===== src/esq_consts.svh =====
`ifndef ESQ_CONSTS_SVH
`define ESQ_CONSTS_SVH

// ----------------------------------------------------------------------
// sizes
// ----------------------------------------------------------------------
`define ESQ_AXES 4
`define ESQ_TW 24
`define ESQ_AW 8
`define ESQ_NEV 3

// ----------------------------------------------------------------------
// register byte offsets and address block selects (bits 7:5)
// ----------------------------------------------------------------------
`define ESQ_OFF_CTRL 8'h00
`define ESQ_OFF_STAT 8'h04
`define ESQ_OFF_MODE 8'h08
`define ESQ_OFF_ALARM 8'h0C
`define ESQ_OFF_IRQ_STAT 8'h10
`define ESQ_OFF_IRQ_MASK 8'h14
`define ESQ_BLK_RAMP 3'h1
`define ESQ_BLK_DLY 3'h2

// ----------------------------------------------------------------------
// field positions
// ----------------------------------------------------------------------
`define ESQ_CTRL_CONTOUR 0
`define ESQ_CTRL_STOP 1
`define ESQ_CTRL_ACK 2
`define ESQ_STAT_ACTIVE 1
`define ESQ_STAT_READY 3
`define ESQ_STAT_POSCTL 4
`define ESQ_STAT_ALARM 5
`define ESQ_STAT_BRAKING 6
`define ESQ_STAT_DRVOFF 7
`define ESQ_MODE_RESET 7
`define ESQ_EV_ENTER 0
`define ESQ_EV_LEAVE 1
`define ESQ_EV_DRVOFF 2

// ----------------------------------------------------------------------
// values and timing
// ----------------------------------------------------------------------
`define ESQ_ALARM_NUM 16'h0BB8
`define ESQ_RESP_OKAY 2'h0
`define ESQ_RESP_SLVERR 2'h2
`define ESQ_CLK_MHZ 25
`define ESQ_RAMP_US 50000
`define ESQ_DLY_US 100000
`define ESQ_RAMP_CYC (`ESQ_RAMP_US * `ESQ_CLK_MHZ)
`define ESQ_DLY_CYC (`ESQ_DLY_US * `ESQ_CLK_MHZ)

`endif


===== src/esq_pkg.sv =====
`include "esq_consts.svh"

package esq_pkg;

  typedef enum logic [1:0] {ESQ_IDLE, ESQ_ACTIVE, ESQ_ACKED} esq_state_t;

  typedef enum logic [3:0] {
    ESQ_SEL_CTRL, ESQ_SEL_STAT, ESQ_SEL_MODE, ESQ_SEL_ALARM, ESQ_SEL_IRQS,
    ESQ_SEL_IRQM, ESQ_SEL_RAMP, ESQ_SEL_DLY, ESQ_SEL_NONE
  } esq_sel_t;

  typedef struct packed {
    logic awvalid;
    logic [`ESQ_AW-1:0] awaddr;
    logic wvalid;
    logic [31:0] wdata;
    logic [3:0] wstrb;
    logic bready;
    logic arvalid;
    logic [`ESQ_AW-1:0] araddr;
    logic rready;
  } esq_axil_req_t;

  typedef struct packed {
    logic awready;
    logic wready;
    logic bvalid;
    logic [1:0] bresp;
    logic arready;
    logic rvalid;
    logic [31:0] rdata;
    logic [1:0] rresp;
  } esq_axil_rsp_t;

  typedef struct packed {
    logic [`ESQ_TW-1:0] ramp_cnt;
    logic [`ESQ_TW-1:0] dly_cnt;
    logic braking;
    logic drv_en;
  } esq_axis_st_t;

  typedef struct packed {
    logic [`ESQ_NEV-1:0] stat;
    logic [`ESQ_NEV-1:0] mask;
    logic irq;
  } esq_irq_st_t;

  typedef struct packed {
    esq_axil_rsp_t rsp;
    logic aw_hold;
    logic [`ESQ_AW-1:0] aw_addr;
    logic w_hold;
    logic [31:0] w_data;
    logic [3:0] w_strb;
    logic [7:0] ctrl;
    logic [7:0] mode;
    logic [`ESQ_AXES-1:0][`ESQ_TW-1:0] ramp;
    logic [`ESQ_AXES-1:0][`ESQ_TW-1:0] dly;
    esq_state_t fsm;
    logic active;
    logic ready;
    logic posctl;
    logic alarm;
    logic prog_hold;
    logic prog_abort;
    logic pos_correct;
    logic all_off;
  } esq_top_st_t;

endpackage : esq_pkg


===== src/esq_axis_brake.sv =====
`timescale 1ns/1ps
`default_nettype none
`include "esq_consts.svh"

module esq_axis_brake #(
  parameter int TW = `ESQ_TW
) (
  input wire logic sys_clk,
  input wire logic rst_n,
  input wire logic stop,
  input wire logic [TW-1:0] ramp_cycles,
  input wire logic [TW-1:0] delay_cycles,
  output logic braking,
  output logic drive_en
);
  import esq_pkg::*;

  esq_axis_st_t s_q;
  esq_axis_st_t s_d;

  always_comb
  begin
    s_d = s_q;
    if (!stop)
    begin
      // counters preload so a new stop always sees the latest setting
      s_d.ramp_cnt = ramp_cycles;
      s_d.dly_cnt = delay_cycles;
      s_d.braking = 1'b0;
      s_d.drv_en = 1'b1;
    end
    else
    begin
      if (s_q.ramp_cnt != '0)
        s_d.ramp_cnt = s_q.ramp_cnt - 1'b1;
      if (s_q.dly_cnt != '0)
        s_d.dly_cnt = s_q.dly_cnt - 1'b1;
      s_d.braking = (s_q.ramp_cnt != '0);
      s_d.drv_en = (s_q.dly_cnt != '0);
    end
  end

  always_ff @(posedge sys_clk or negedge rst_n)
  begin
    if (!rst_n)
      s_q <= '{ramp_cnt: '0, dly_cnt: '0, braking: 1'b0, drv_en: 1'b1};
    else
      s_q <= s_d;
  end

  assign braking = s_q.braking;
  assign drive_en = s_q.drv_en;

endmodule : esq_axis_brake

`default_nettype wire


===== src/esq_irq.sv =====
`timescale 1ns/1ps
`default_nettype none
`include "esq_consts.svh"

module esq_irq (
  input wire logic sys_clk,
  input wire logic rst_n,
  input wire logic [`ESQ_NEV-1:0] set_ev,
  input wire logic [`ESQ_NEV-1:0] clr_w1c,
  input wire logic mask_we,
  input wire logic [`ESQ_NEV-1:0] mask_wd,
  output logic [`ESQ_NEV-1:0] stat,
  output logic [`ESQ_NEV-1:0] mask,
  output logic irq
);
  import esq_pkg::*;

  esq_irq_st_t s_q;
  esq_irq_st_t s_d;

  always_comb
  begin
    s_d = s_q;
    // set after clear: an event in the clearing cycle is kept
    s_d.stat = (s_q.stat & ~clr_w1c) | set_ev;
    if (mask_we)
      s_d.mask = mask_wd;
    s_d.irq = |(s_d.stat & s_d.mask);
  end

  always_ff @(posedge sys_clk or negedge rst_n)
  begin
    if (!rst_n)
      s_q <= '0;
    else
      s_q <= s_d;
  end

  assign stat = s_q.stat;
  assign mask = s_q.mask;
  assign irq = s_q.irq;

endmodule : esq_irq

`default_nettype wire


===== src/esq_sequencer.sv =====
`timescale 1ns/1ps
`default_nettype none
`include "esq_consts.svh"

module esq_sequencer #(
  parameter logic [`ESQ_TW-1:0] RAMP_CYCLES = `ESQ_TW'(`ESQ_RAMP_CYC),
  parameter logic [`ESQ_TW-1:0] DLY_CYCLES = `ESQ_TW'(`ESQ_DLY_CYC)
) (
  input wire logic sys_clk,
  input wire logic rst_n,
  input wire esq_pkg::esq_axil_req_t axil_req,
  output esq_pkg::esq_axil_rsp_t axil_rsp,
  output logic irq,
  output logic estop_active,
  output logic control_ready,
  output logic pos_ctrl_active,
  output logic alarm_active,
  output logic prog_hold,
  output logic prog_abort,
  output logic pos_correct,
  output logic [`ESQ_AXES-1:0] axis_braking,
  output logic [`ESQ_AXES-1:0] drive_enable
);
  import esq_pkg::*;

  // ----------------------------------------------------------------------
  // decode helpers
  // ----------------------------------------------------------------------
  function automatic esq_sel_t esq_decode(input logic [`ESQ_AW-1:0] a);
    esq_sel_t sel;
    sel = ESQ_SEL_NONE;
    if (a[1:0] != 2'h0)
      sel = ESQ_SEL_NONE;
    else if (a == `ESQ_OFF_CTRL)
      sel = ESQ_SEL_CTRL;
    else if (a == `ESQ_OFF_STAT)
      sel = ESQ_SEL_STAT;
    else if (a == `ESQ_OFF_MODE)
      sel = ESQ_SEL_MODE;
    else if (a == `ESQ_OFF_ALARM)
      sel = ESQ_SEL_ALARM;
    else if (a == `ESQ_OFF_IRQ_STAT)
      sel = ESQ_SEL_IRQS;
    else if (a == `ESQ_OFF_IRQ_MASK)
      sel = ESQ_SEL_IRQM;
    else if (a[7:5] == `ESQ_BLK_RAMP && 32'(a[4:2]) < `ESQ_AXES)
      sel = ESQ_SEL_RAMP;
    else if (a[7:5] == `ESQ_BLK_DLY && 32'(a[4:2]) < `ESQ_AXES)
      sel = ESQ_SEL_DLY;
    return sel;
  endfunction : esq_decode

  function automatic logic [31:0] esq_merge(
    input logic [31:0] old_v,
    input logic [31:0] new_v,
    input logic [3:0] strb
  );
    logic [31:0] r;
    r = old_v;
    for (int i = 0; i < 4; i++)
    begin
      if (strb[i])
        r[8*i +: 8] = new_v[8*i +: 8];
    end
    return r;
  endfunction : esq_merge

  // ----------------------------------------------------------------------
  // state
  // ----------------------------------------------------------------------
  esq_top_st_t s_q;
  esq_top_st_t s_d;

  logic [`ESQ_AXES-1:0] brk_w;
  logic [`ESQ_AXES-1:0] den_w;
  logic [`ESQ_NEV-1:0] ev_set;
  logic [`ESQ_NEV-1:0] ev_clr;
  logic mask_we;
  logic [`ESQ_NEV-1:0] irq_stat;
  logic [`ESQ_NEV-1:0] irq_mask;
  logic irq_w;

  // ----------------------------------------------------------------------
  // per-axis braking and drive enable
  // ----------------------------------------------------------------------
  genvar g;
  generate
    for (g = 0; g < `ESQ_AXES; g++)
    begin : g_axis
      esq_axis_brake #(
        .TW(`ESQ_TW)
      ) u_axis (
        .sys_clk(sys_clk),
        .rst_n(rst_n),
        .stop(s_q.active),
        .ramp_cycles(s_q.ramp[g]),
        .delay_cycles(s_q.dly[g]),
        .braking(brk_w[g]),
        .drive_en(den_w[g])
      );
    end
  endgenerate

  // ----------------------------------------------------------------------
  // interrupt status and mask
  // ----------------------------------------------------------------------
  esq_irq u_irq (
    .sys_clk(sys_clk),
    .rst_n(rst_n),
    .set_ev(ev_set),
    .clr_w1c(ev_clr),
    .mask_we(mask_we),
    .mask_wd(s_q.w_data[`ESQ_NEV-1:0]),
    .stat(irq_stat),
    .mask(irq_mask),
    .irq(irq_w)
  );

  // ----------------------------------------------------------------------
  // next state
  // ----------------------------------------------------------------------
  logic do_write;
  esq_sel_t wsel;
  esq_sel_t rsel;
  logic [2:0] widx;
  logic [2:0] ridx;
  logic [31:0] merged;
  logic stop_req;
  logic ack_req;
  logic rst_req;

  always_comb
  begin
    s_d = s_q;
    ev_set = '0;
    ev_clr = '0;
    mask_we = 1'b0;
    s_d.prog_abort = 1'b0;
    s_d.pos_correct = 1'b0;

    // write channel: address and data are captured in either order
    if (axil_req.awvalid && s_q.rsp.awready)
    begin
      s_d.aw_hold = 1'b1;
      s_d.aw_addr = axil_req.awaddr;
    end
    if (axil_req.wvalid && s_q.rsp.wready)
    begin
      s_d.w_hold = 1'b1;
      s_d.w_data = axil_req.wdata;
      s_d.w_strb = axil_req.wstrb;
    end
    if (s_q.rsp.bvalid && axil_req.bready)
      s_d.rsp.bvalid = 1'b0;

    do_write = s_q.aw_hold && s_q.w_hold && !s_q.rsp.bvalid;
    wsel = esq_decode(s_q.aw_addr);
    widx = s_q.aw_addr[4:2];
    merged = 32'h0;
    if (do_write)
    begin
      s_d.aw_hold = 1'b0;
      s_d.w_hold = 1'b0;
      s_d.rsp.bvalid = 1'b1;
      s_d.rsp.bresp = (wsel == ESQ_SEL_NONE) ? `ESQ_RESP_SLVERR : `ESQ_RESP_OKAY;
      case (wsel)
        ESQ_SEL_CTRL:
        begin
          if (s_q.w_strb[0])
            s_d.ctrl = s_q.w_data[7:0];
        end
        ESQ_SEL_MODE:
        begin
          if (s_q.w_strb[0])
            s_d.mode = s_q.w_data[7:0];
        end
        ESQ_SEL_IRQS:
        begin
          if (s_q.w_strb[0])
            ev_clr = s_q.w_data[`ESQ_NEV-1:0];
        end
        ESQ_SEL_IRQM:
        begin
          mask_we = s_q.w_strb[0];
        end
        ESQ_SEL_RAMP:
        begin
          merged = esq_merge(32'(s_q.ramp[widx]), s_q.w_data, s_q.w_strb);
          s_d.ramp[widx] = merged[`ESQ_TW-1:0];
        end
        ESQ_SEL_DLY:
        begin
          // hazard: a delay shorter than the ramp cuts torque while still moving
          merged = esq_merge(32'(s_q.dly[widx]), s_q.w_data, s_q.w_strb);
          s_d.dly[widx] = merged[`ESQ_TW-1:0];
        end
        default:
        begin
          merged = 32'h0;
        end
      endcase
    end
    s_d.rsp.awready = !s_d.aw_hold;
    s_d.rsp.wready = !s_d.w_hold;

    // read channel: one word answered the cycle after the address is taken
    rsel = esq_decode(axil_req.araddr);
    ridx = axil_req.araddr[4:2];
    if (s_q.rsp.rvalid && axil_req.rready)
      s_d.rsp.rvalid = 1'b0;
    if (axil_req.arvalid && s_q.rsp.arready)
    begin
      s_d.rsp.rvalid = 1'b1;
      s_d.rsp.rresp = `ESQ_RESP_OKAY;
      s_d.rsp.rdata = 32'h0;
      case (rsel)
        ESQ_SEL_CTRL:
          s_d.rsp.rdata = {24'h0, s_q.ctrl};
        ESQ_SEL_STAT:
        begin
          s_d.rsp.rdata[`ESQ_STAT_ACTIVE] = s_q.active;
          s_d.rsp.rdata[`ESQ_STAT_READY] = s_q.ready;
          s_d.rsp.rdata[`ESQ_STAT_POSCTL] = s_q.posctl;
          s_d.rsp.rdata[`ESQ_STAT_ALARM] = s_q.alarm;
          s_d.rsp.rdata[`ESQ_STAT_BRAKING] = |brk_w;
          s_d.rsp.rdata[`ESQ_STAT_DRVOFF] = s_q.all_off;
        end
        ESQ_SEL_MODE:
          s_d.rsp.rdata = {24'h0, s_q.mode};
        ESQ_SEL_ALARM:
          s_d.rsp.rdata = s_q.alarm ? {16'h0, `ESQ_ALARM_NUM} : 32'h0;
        ESQ_SEL_IRQS:
          s_d.rsp.rdata = 32'(irq_stat);
        ESQ_SEL_IRQM:
          s_d.rsp.rdata = 32'(irq_mask);
        ESQ_SEL_RAMP:
          s_d.rsp.rdata = 32'(s_q.ramp[ridx]);
        ESQ_SEL_DLY:
          s_d.rsp.rdata = 32'(s_q.dly[ridx]);
        default:
          s_d.rsp.rresp = `ESQ_RESP_SLVERR;
      endcase
    end
    s_d.rsp.arready = !s_d.rsp.rvalid;

    // stop sequencing; request bits are levels owned by the machine logic
    stop_req = s_q.ctrl[`ESQ_CTRL_STOP];
    ack_req = s_q.ctrl[`ESQ_CTRL_ACK];
    rst_req = s_q.mode[`ESQ_MODE_RESET];
    case (s_q.fsm)
      ESQ_IDLE:
      begin
        // no stop: every other control bit keeps its normal meaning
        if (stop_req)
        begin
          s_d.fsm = ESQ_ACTIVE;
          s_d.active = 1'b1;
          s_d.alarm = 1'b1;
          s_d.ready = 1'b0;
          s_d.prog_hold = 1'b1;
          ev_set[`ESQ_EV_ENTER] = 1'b1;
        end
      end
      ESQ_ACTIVE:
      begin
        // reset without a prior acknowledge is ignored here
        if (ack_req)
          s_d.fsm = ESQ_ACKED;
      end
      ESQ_ACKED:
      begin
        // a still-pressed button keeps the state, even with both bits set
        if (!ack_req)
          s_d.fsm = ESQ_ACTIVE;
        else if (rst_req && !stop_req)
        begin
          s_d.fsm = ESQ_IDLE;
          s_d.active = 1'b0;
          s_d.alarm = 1'b0;
          s_d.ready = 1'b1;
          s_d.posctl = 1'b1;
          s_d.prog_hold = 1'b0;
          s_d.prog_abort = 1'b1;
          s_d.pos_correct = 1'b1;
          ev_set[`ESQ_EV_LEAVE] = 1'b1;
        end
      end
      default:
        s_d.fsm = ESQ_IDLE;
    endcase

    // position control ends once every drive has lost its enable
    s_d.all_off = s_q.active && (den_w == '0);
    if (s_d.all_off && !s_q.all_off)
    begin
      s_d.posctl = 1'b0;
      ev_set[`ESQ_EV_DRVOFF] = 1'b1;
    end
  end

  // ----------------------------------------------------------------------
  // registers
  // ----------------------------------------------------------------------
  // power-on lands in idle with ctrl cleared; a stop needs a fresh write of the request
  always_ff @(posedge sys_clk or negedge rst_n)
  begin
    if (!rst_n)
    begin
      s_q <= '0;
      s_q.rsp.awready <= 1'b1;
      s_q.rsp.wready <= 1'b1;
      s_q.rsp.arready <= 1'b1;
      s_q.ramp <= {`ESQ_AXES{RAMP_CYCLES}};
      s_q.dly <= {`ESQ_AXES{DLY_CYCLES}};
      s_q.fsm <= ESQ_IDLE;
      s_q.ready <= 1'b1;
      s_q.posctl <= 1'b1;
    end
    else
      s_q <= s_d;
  end

  // ----------------------------------------------------------------------
  // outputs
  // ----------------------------------------------------------------------
  // axis and status signals leave the block, along with the prog_hold, prog_abort and pos_correct machine outputs
  assign axil_rsp = s_q.rsp;
  assign irq = irq_w;
  assign estop_active = s_q.active;
  assign control_ready = s_q.ready;
  assign pos_ctrl_active = s_q.posctl;
  assign alarm_active = s_q.alarm;
  assign prog_hold = s_q.prog_hold;
  assign prog_abort = s_q.prog_abort;
  assign pos_correct = s_q.pos_correct;
  assign axis_braking = brk_w;
  assign drive_enable = den_w;

endmodule : esq_sequencer

`default_nettype wire


===== config.mk =====
export PLATFORM = sky130hd
export DESIGN_NAME = esq_sequencer
export DESIGN_NICKNAME = d
export VERILOG_FILES = /design/src/esq_pkg.sv /design/src/esq_axis_brake.sv /design/src/esq_irq.sv /design/src/esq_sequencer.sv
export VERILOG_INCLUDE_DIRS = /design/src
export SDC_FILE = /design/constraint.sdc
export NUM_CORES = 1
export LEC_CHECK = 0
export BUFFER_PORTS_ARGS = -buffer_cell sky130_fd_sc_hd__buf_2
export CELL_PAD_IN_SITES_DETAIL_PLACEMENT = 0
export CELL_PAD_IN_SITES_GLOBAL_PLACEMENT = 2
export CORE_ASPECT_RATIO = 2
export CORE_MARGIN = 8
export CORE_UTILIZATION = 41
export DETAILED_ROUTE_END_ITERATION = 8
export GPL_ROUTABILITY_DRIVEN = 0
export GPL_TIMING_DRIVEN = 0
export PLACE_DENSITY = 0.79
export SLEW_MARGIN = 30
export SYNTH_ARGS = -nofsm -noshare
export SYNTH_HDL_FRONTEND = slang
export SYNTH_SLANG_ARGS = --single-unit

===== constraint.sdc =====
create_clock -name sys_clk -period 3.4 [get_ports sys_clk]
set_input_delay 0.68 -clock sys_clk [delete_from_list [all_inputs] [get_ports sys_clk]]
set_output_delay 0.68 -clock sys_clk [all_outputs]
set_load 0.01 [all_outputs]

==> flow_summary_export.csv <==
group,metric,value,unit
outcome,status,"finished, violations left",
outcome,failed_checks,"setup timing",
floorplanning,die_h,371.1,µm
critical_path,cp_slowest_stage_delay,0.75,ns
finish,final_cells,3510,
power_and_ir_drop,sequentialPowerShare,0.330,
run,drv_cap,0,
synth,synth-seq-cells,490,
synth,synthTopCellsByArea,"dfrtp_1 (40%), mux4_2 (8.4%), dfstp_2 (7.4%), o21ai_0 (4.5%), nand2_1 (3.8%)",
power_and_ir_drop,p_total,28.40,mW
hold_path,hold_class,"input port to async pin",
power_and_ir_drop,p_switching,12.83,mW
critical_path,crit_chain,"clkbuf_2 > clkbuf_1 > clkbuf_1 > nor2_1 > a21oi_1",
clock_network,cts_tree,"done",
finish,post_route_cells_drive_above_1_share,0.2092,
place,io_buffers,93,
power_and_ir_drop,swShare,0.4516,
floorplanning,start_util,0.4128,
clock_network,clock_insertion_delay_worst_skew,0.61,ns
clock_network,root_buffer,"clkbuf_16",
finish,multi_input_area,12390,µm²
finish,nets,2742,
grt,grt_max_degree,89,
clock_network,post-cts-setup-buffer-count,0,
grt,antenna_found_initial,5,
clock_network,cts_sinks,490,
clock_network,cts_buffers,48,
synth,synth.top_cell.area_share,0.4036,
route,wirelength,110.8,mm
grt,grt_pass1_wl,160.1,mm
clock_network,clkTransAtPathRegs,0.07,ns
synth,synth_ff_type,"dfrtp_1",
synth,syn-cell-area,25850,µm²
critical_path,critPathSlowestCell,"clkbuf_1",
route,vias_per_cell,6.179,
floorplanning,num_rows,130,
floorplanning,die_area,71840,µm²
sta,setup_violations,1,
place,place_ws,-0.5348,ns
sta,relSlewSlack,0.2906,
synth,ys_seq_area_frac,0.4778,
power_and_ir_drop,max-vdd-ir-drop,0.4523,mV
synth,avgSynthCellArea,10.29,µm²
grt,grt_overflow,0,
synth,synth_top_cell_by_area,"dfrtp_1",
place,placed_cell_area,27630,µm²
critical_path,cp_common_cell,"clkbuf_1",
sta,setup_ws,-0.005170,ns
synth,yosys_warnings,0,
sta,grt_setup_unrepaired,"no",
grt,grt_pass1_vias,22686,
finish,areaGrowthSynthToFinish,14.10,%
finish,stdcell_area,29500,µm²
grt,grt.total_usage,0.3084,
sta,worst_pin_slew,1.060,ns
route,wl_per_cell,31.58,µm
critical_path,crit_path_max_fanout,10,
power_and_ir_drop,p_int,15.57,mW
route,drtAntennaViolNets,0,
power_and_ir_drop,p_leak,12.44,nW
finish,fillers,5906,
route,vias,21690,
critical_path,cp-start-kind,"flop",
synth,synth_edf_count,0,
critical_path,critPathKind,"flop to flop",
critical_path,endpoint_kind,"flop",
synth,synth_cell_type_count,71,
floorplanning,coreArea,62620,µm²
route,drtIter0Drc,1693,
power_and_ir_drop,clockPowerShare,0.220,
critical_path,rrSetupSlack,-0.005,ns
place,dp_hpwl,86.16,mm
synth,syn_inst,2513,
place,place_inst,3417,
sta,final_max_slew_viol_count,0,
power_and_ir_drop,p_per_area,962.8,nW/µm²
critical_path,critPathRequiredTime,3.90,ns
critical_path,arrival,3.91,ns
finish,regArea,12350,µm²
sta,period_share,1.002,
floorplanning,io-pin-count,116,
sta,finClkSkew,0.03275,ns
clock_network,cts_max_path_buffers,3,
sta,min_period,3.405,ns
sta,finalHoldViolCount,0,
clock_network,htree_levels,2,
finish,final_util,0.4711,
route,drc,0,
synth,ys_async_sr_fraction,1.000,
power_and_ir_drop,pwr-share-comb,0.450,
floorplanning,die_x,193.6,µm
sta,max_freq,0.2937,GHz
route,first_pass_iters,6,
## routing by layer
layer  vias up  share of wire  track usage
li1       9403              -            -
met1     10970           0.32       0.3077
met2       939           0.50       0.5395
met3       376          0.051      0.04249
met4         2           0.12       0.3113
met5         -       0.000081            0
## state kept, by name, summed over array words and instances (netlist names), 3 cells and up
| signal | flops |
|---|---|
| axil_rsp | 31 |
| g_axis.u_axis.braking | 4 |
| g_axis.u_axis.s_q | 192 |
| s_q | 246 |
| u_irq.stat | 3 |
| u_irq.mask | 3 |
| g_axis.u_axis.drive_en | 4 |
## through the flow
stage | hold WS [ns] | TNS, ns
5_1_grt | 0.1006 | 0
6_report | 0.04966 | -0.005170
3_3_place_gp | 0.4661 | -4033.76
2_1_floorplan | 0.3844 | 0
4_1_cts | 0.06673 | 0
3_5_place_dp | 0.4729 | -15.07
## what timing repair did
| action | 4_1_cts | 5_1_grt |
|---|---|---|
| pin swaps | 0 | 0 |
| cloned | 0 | 0 |
| gates resized for setup | 5 | 6 |
| setup endpoints to repair | 85 | 23 |
| hold buffers | 0 | 0 |
## critical path, delay by kind of cell, from the launching register on
family | cells | cell delay [ns]
AOI/OAI and AO/OA | 1 | 0.24
and+or+nand+nor | 1 | 0.50
DFF | 1 | 0.64
buffers and inverters | 3 | 1.90
## path summary, 6_finish.rpt
check | start | end | depth (start not counted)
min | rst_n | s_q[235] | 1
max | estop_active | g_axis[2].u_axis.s_q[30] | 5
min reg2reg | axil_rsp[37] | axil_rsp[37] | 1
max in group asynchronous | rst_n | s_q[95] | 4
min in group sys_clk | axil_req[10] | axil_rsp[38] | 2
max reg2reg | estop_active | g_axis[2].u_axis.s_q[30] | 5
## layout by cell type (no fill, tap or decap), types with 49 or more instances in the layout
master       n
or3_1       54
buf_2      129
clkbuf_1    92
dfstp_2     73
a21oi_1    114
mux4_2      97
mux2_2      66
clkbuf_16   49
nor3_1      65
nor2_1     239
mux2i_1     93
o21ai_0    234
xnor2_1     79
buf_4       53
dfrtp_1    417
nand2_1    259
## final cells by class
class                      instances  share of cell area
antenna                            3           0.0002545
clock inverter                    24             0.01395
inverter                          46            0.005853
timing repair buffer             104             0.02447
sequential                       490              0.4188
buffer                           208             0.03605
tap                              792             0.03359
multi-input combinational       1777              0.4199
clock buffer                      66             0.04712
## cells in the mapped netlist, drive strengths merged, types with 42 or more instances
cell	count
or4	44
xnor2	79
a31oi	42
or3	54
clkbuf	108
nor3	68
mux2	66
buf	101
nor2	239
a211oi	46
mux4	97
inv	46
dfstp	73
a21oi	114
dfrtp	417
nand2	259
nor4	46
o21ai	234
mux2i	95
## logic make-up after synthesis
family | synth area share
mux | 0.1500
fa+ha+maj | 0.003872
buf+inv | 0.04593
simple gates | 0.1591
xor+xnor | 0.03659
flops | 0.4778
other cells | 0.0001450
compound gates | 0.1265
## power by group through the flow
stage | Combinational [mW] | Clock, mW | Sequential (mW)
after floorplan | 8.05 | 0 | 8.57
after global placement | 12.3 | 0 | 9.32
after detailed placement | 12.6 | 0 | 9.42
after CTS | 12.7 | 6.31 | 9.31
after global routing | 13.7 | 6.50 | 9.55
final | 12.8 | 6.24 | 9.38
Note: power is estimated with default switching activity, not from simulation.
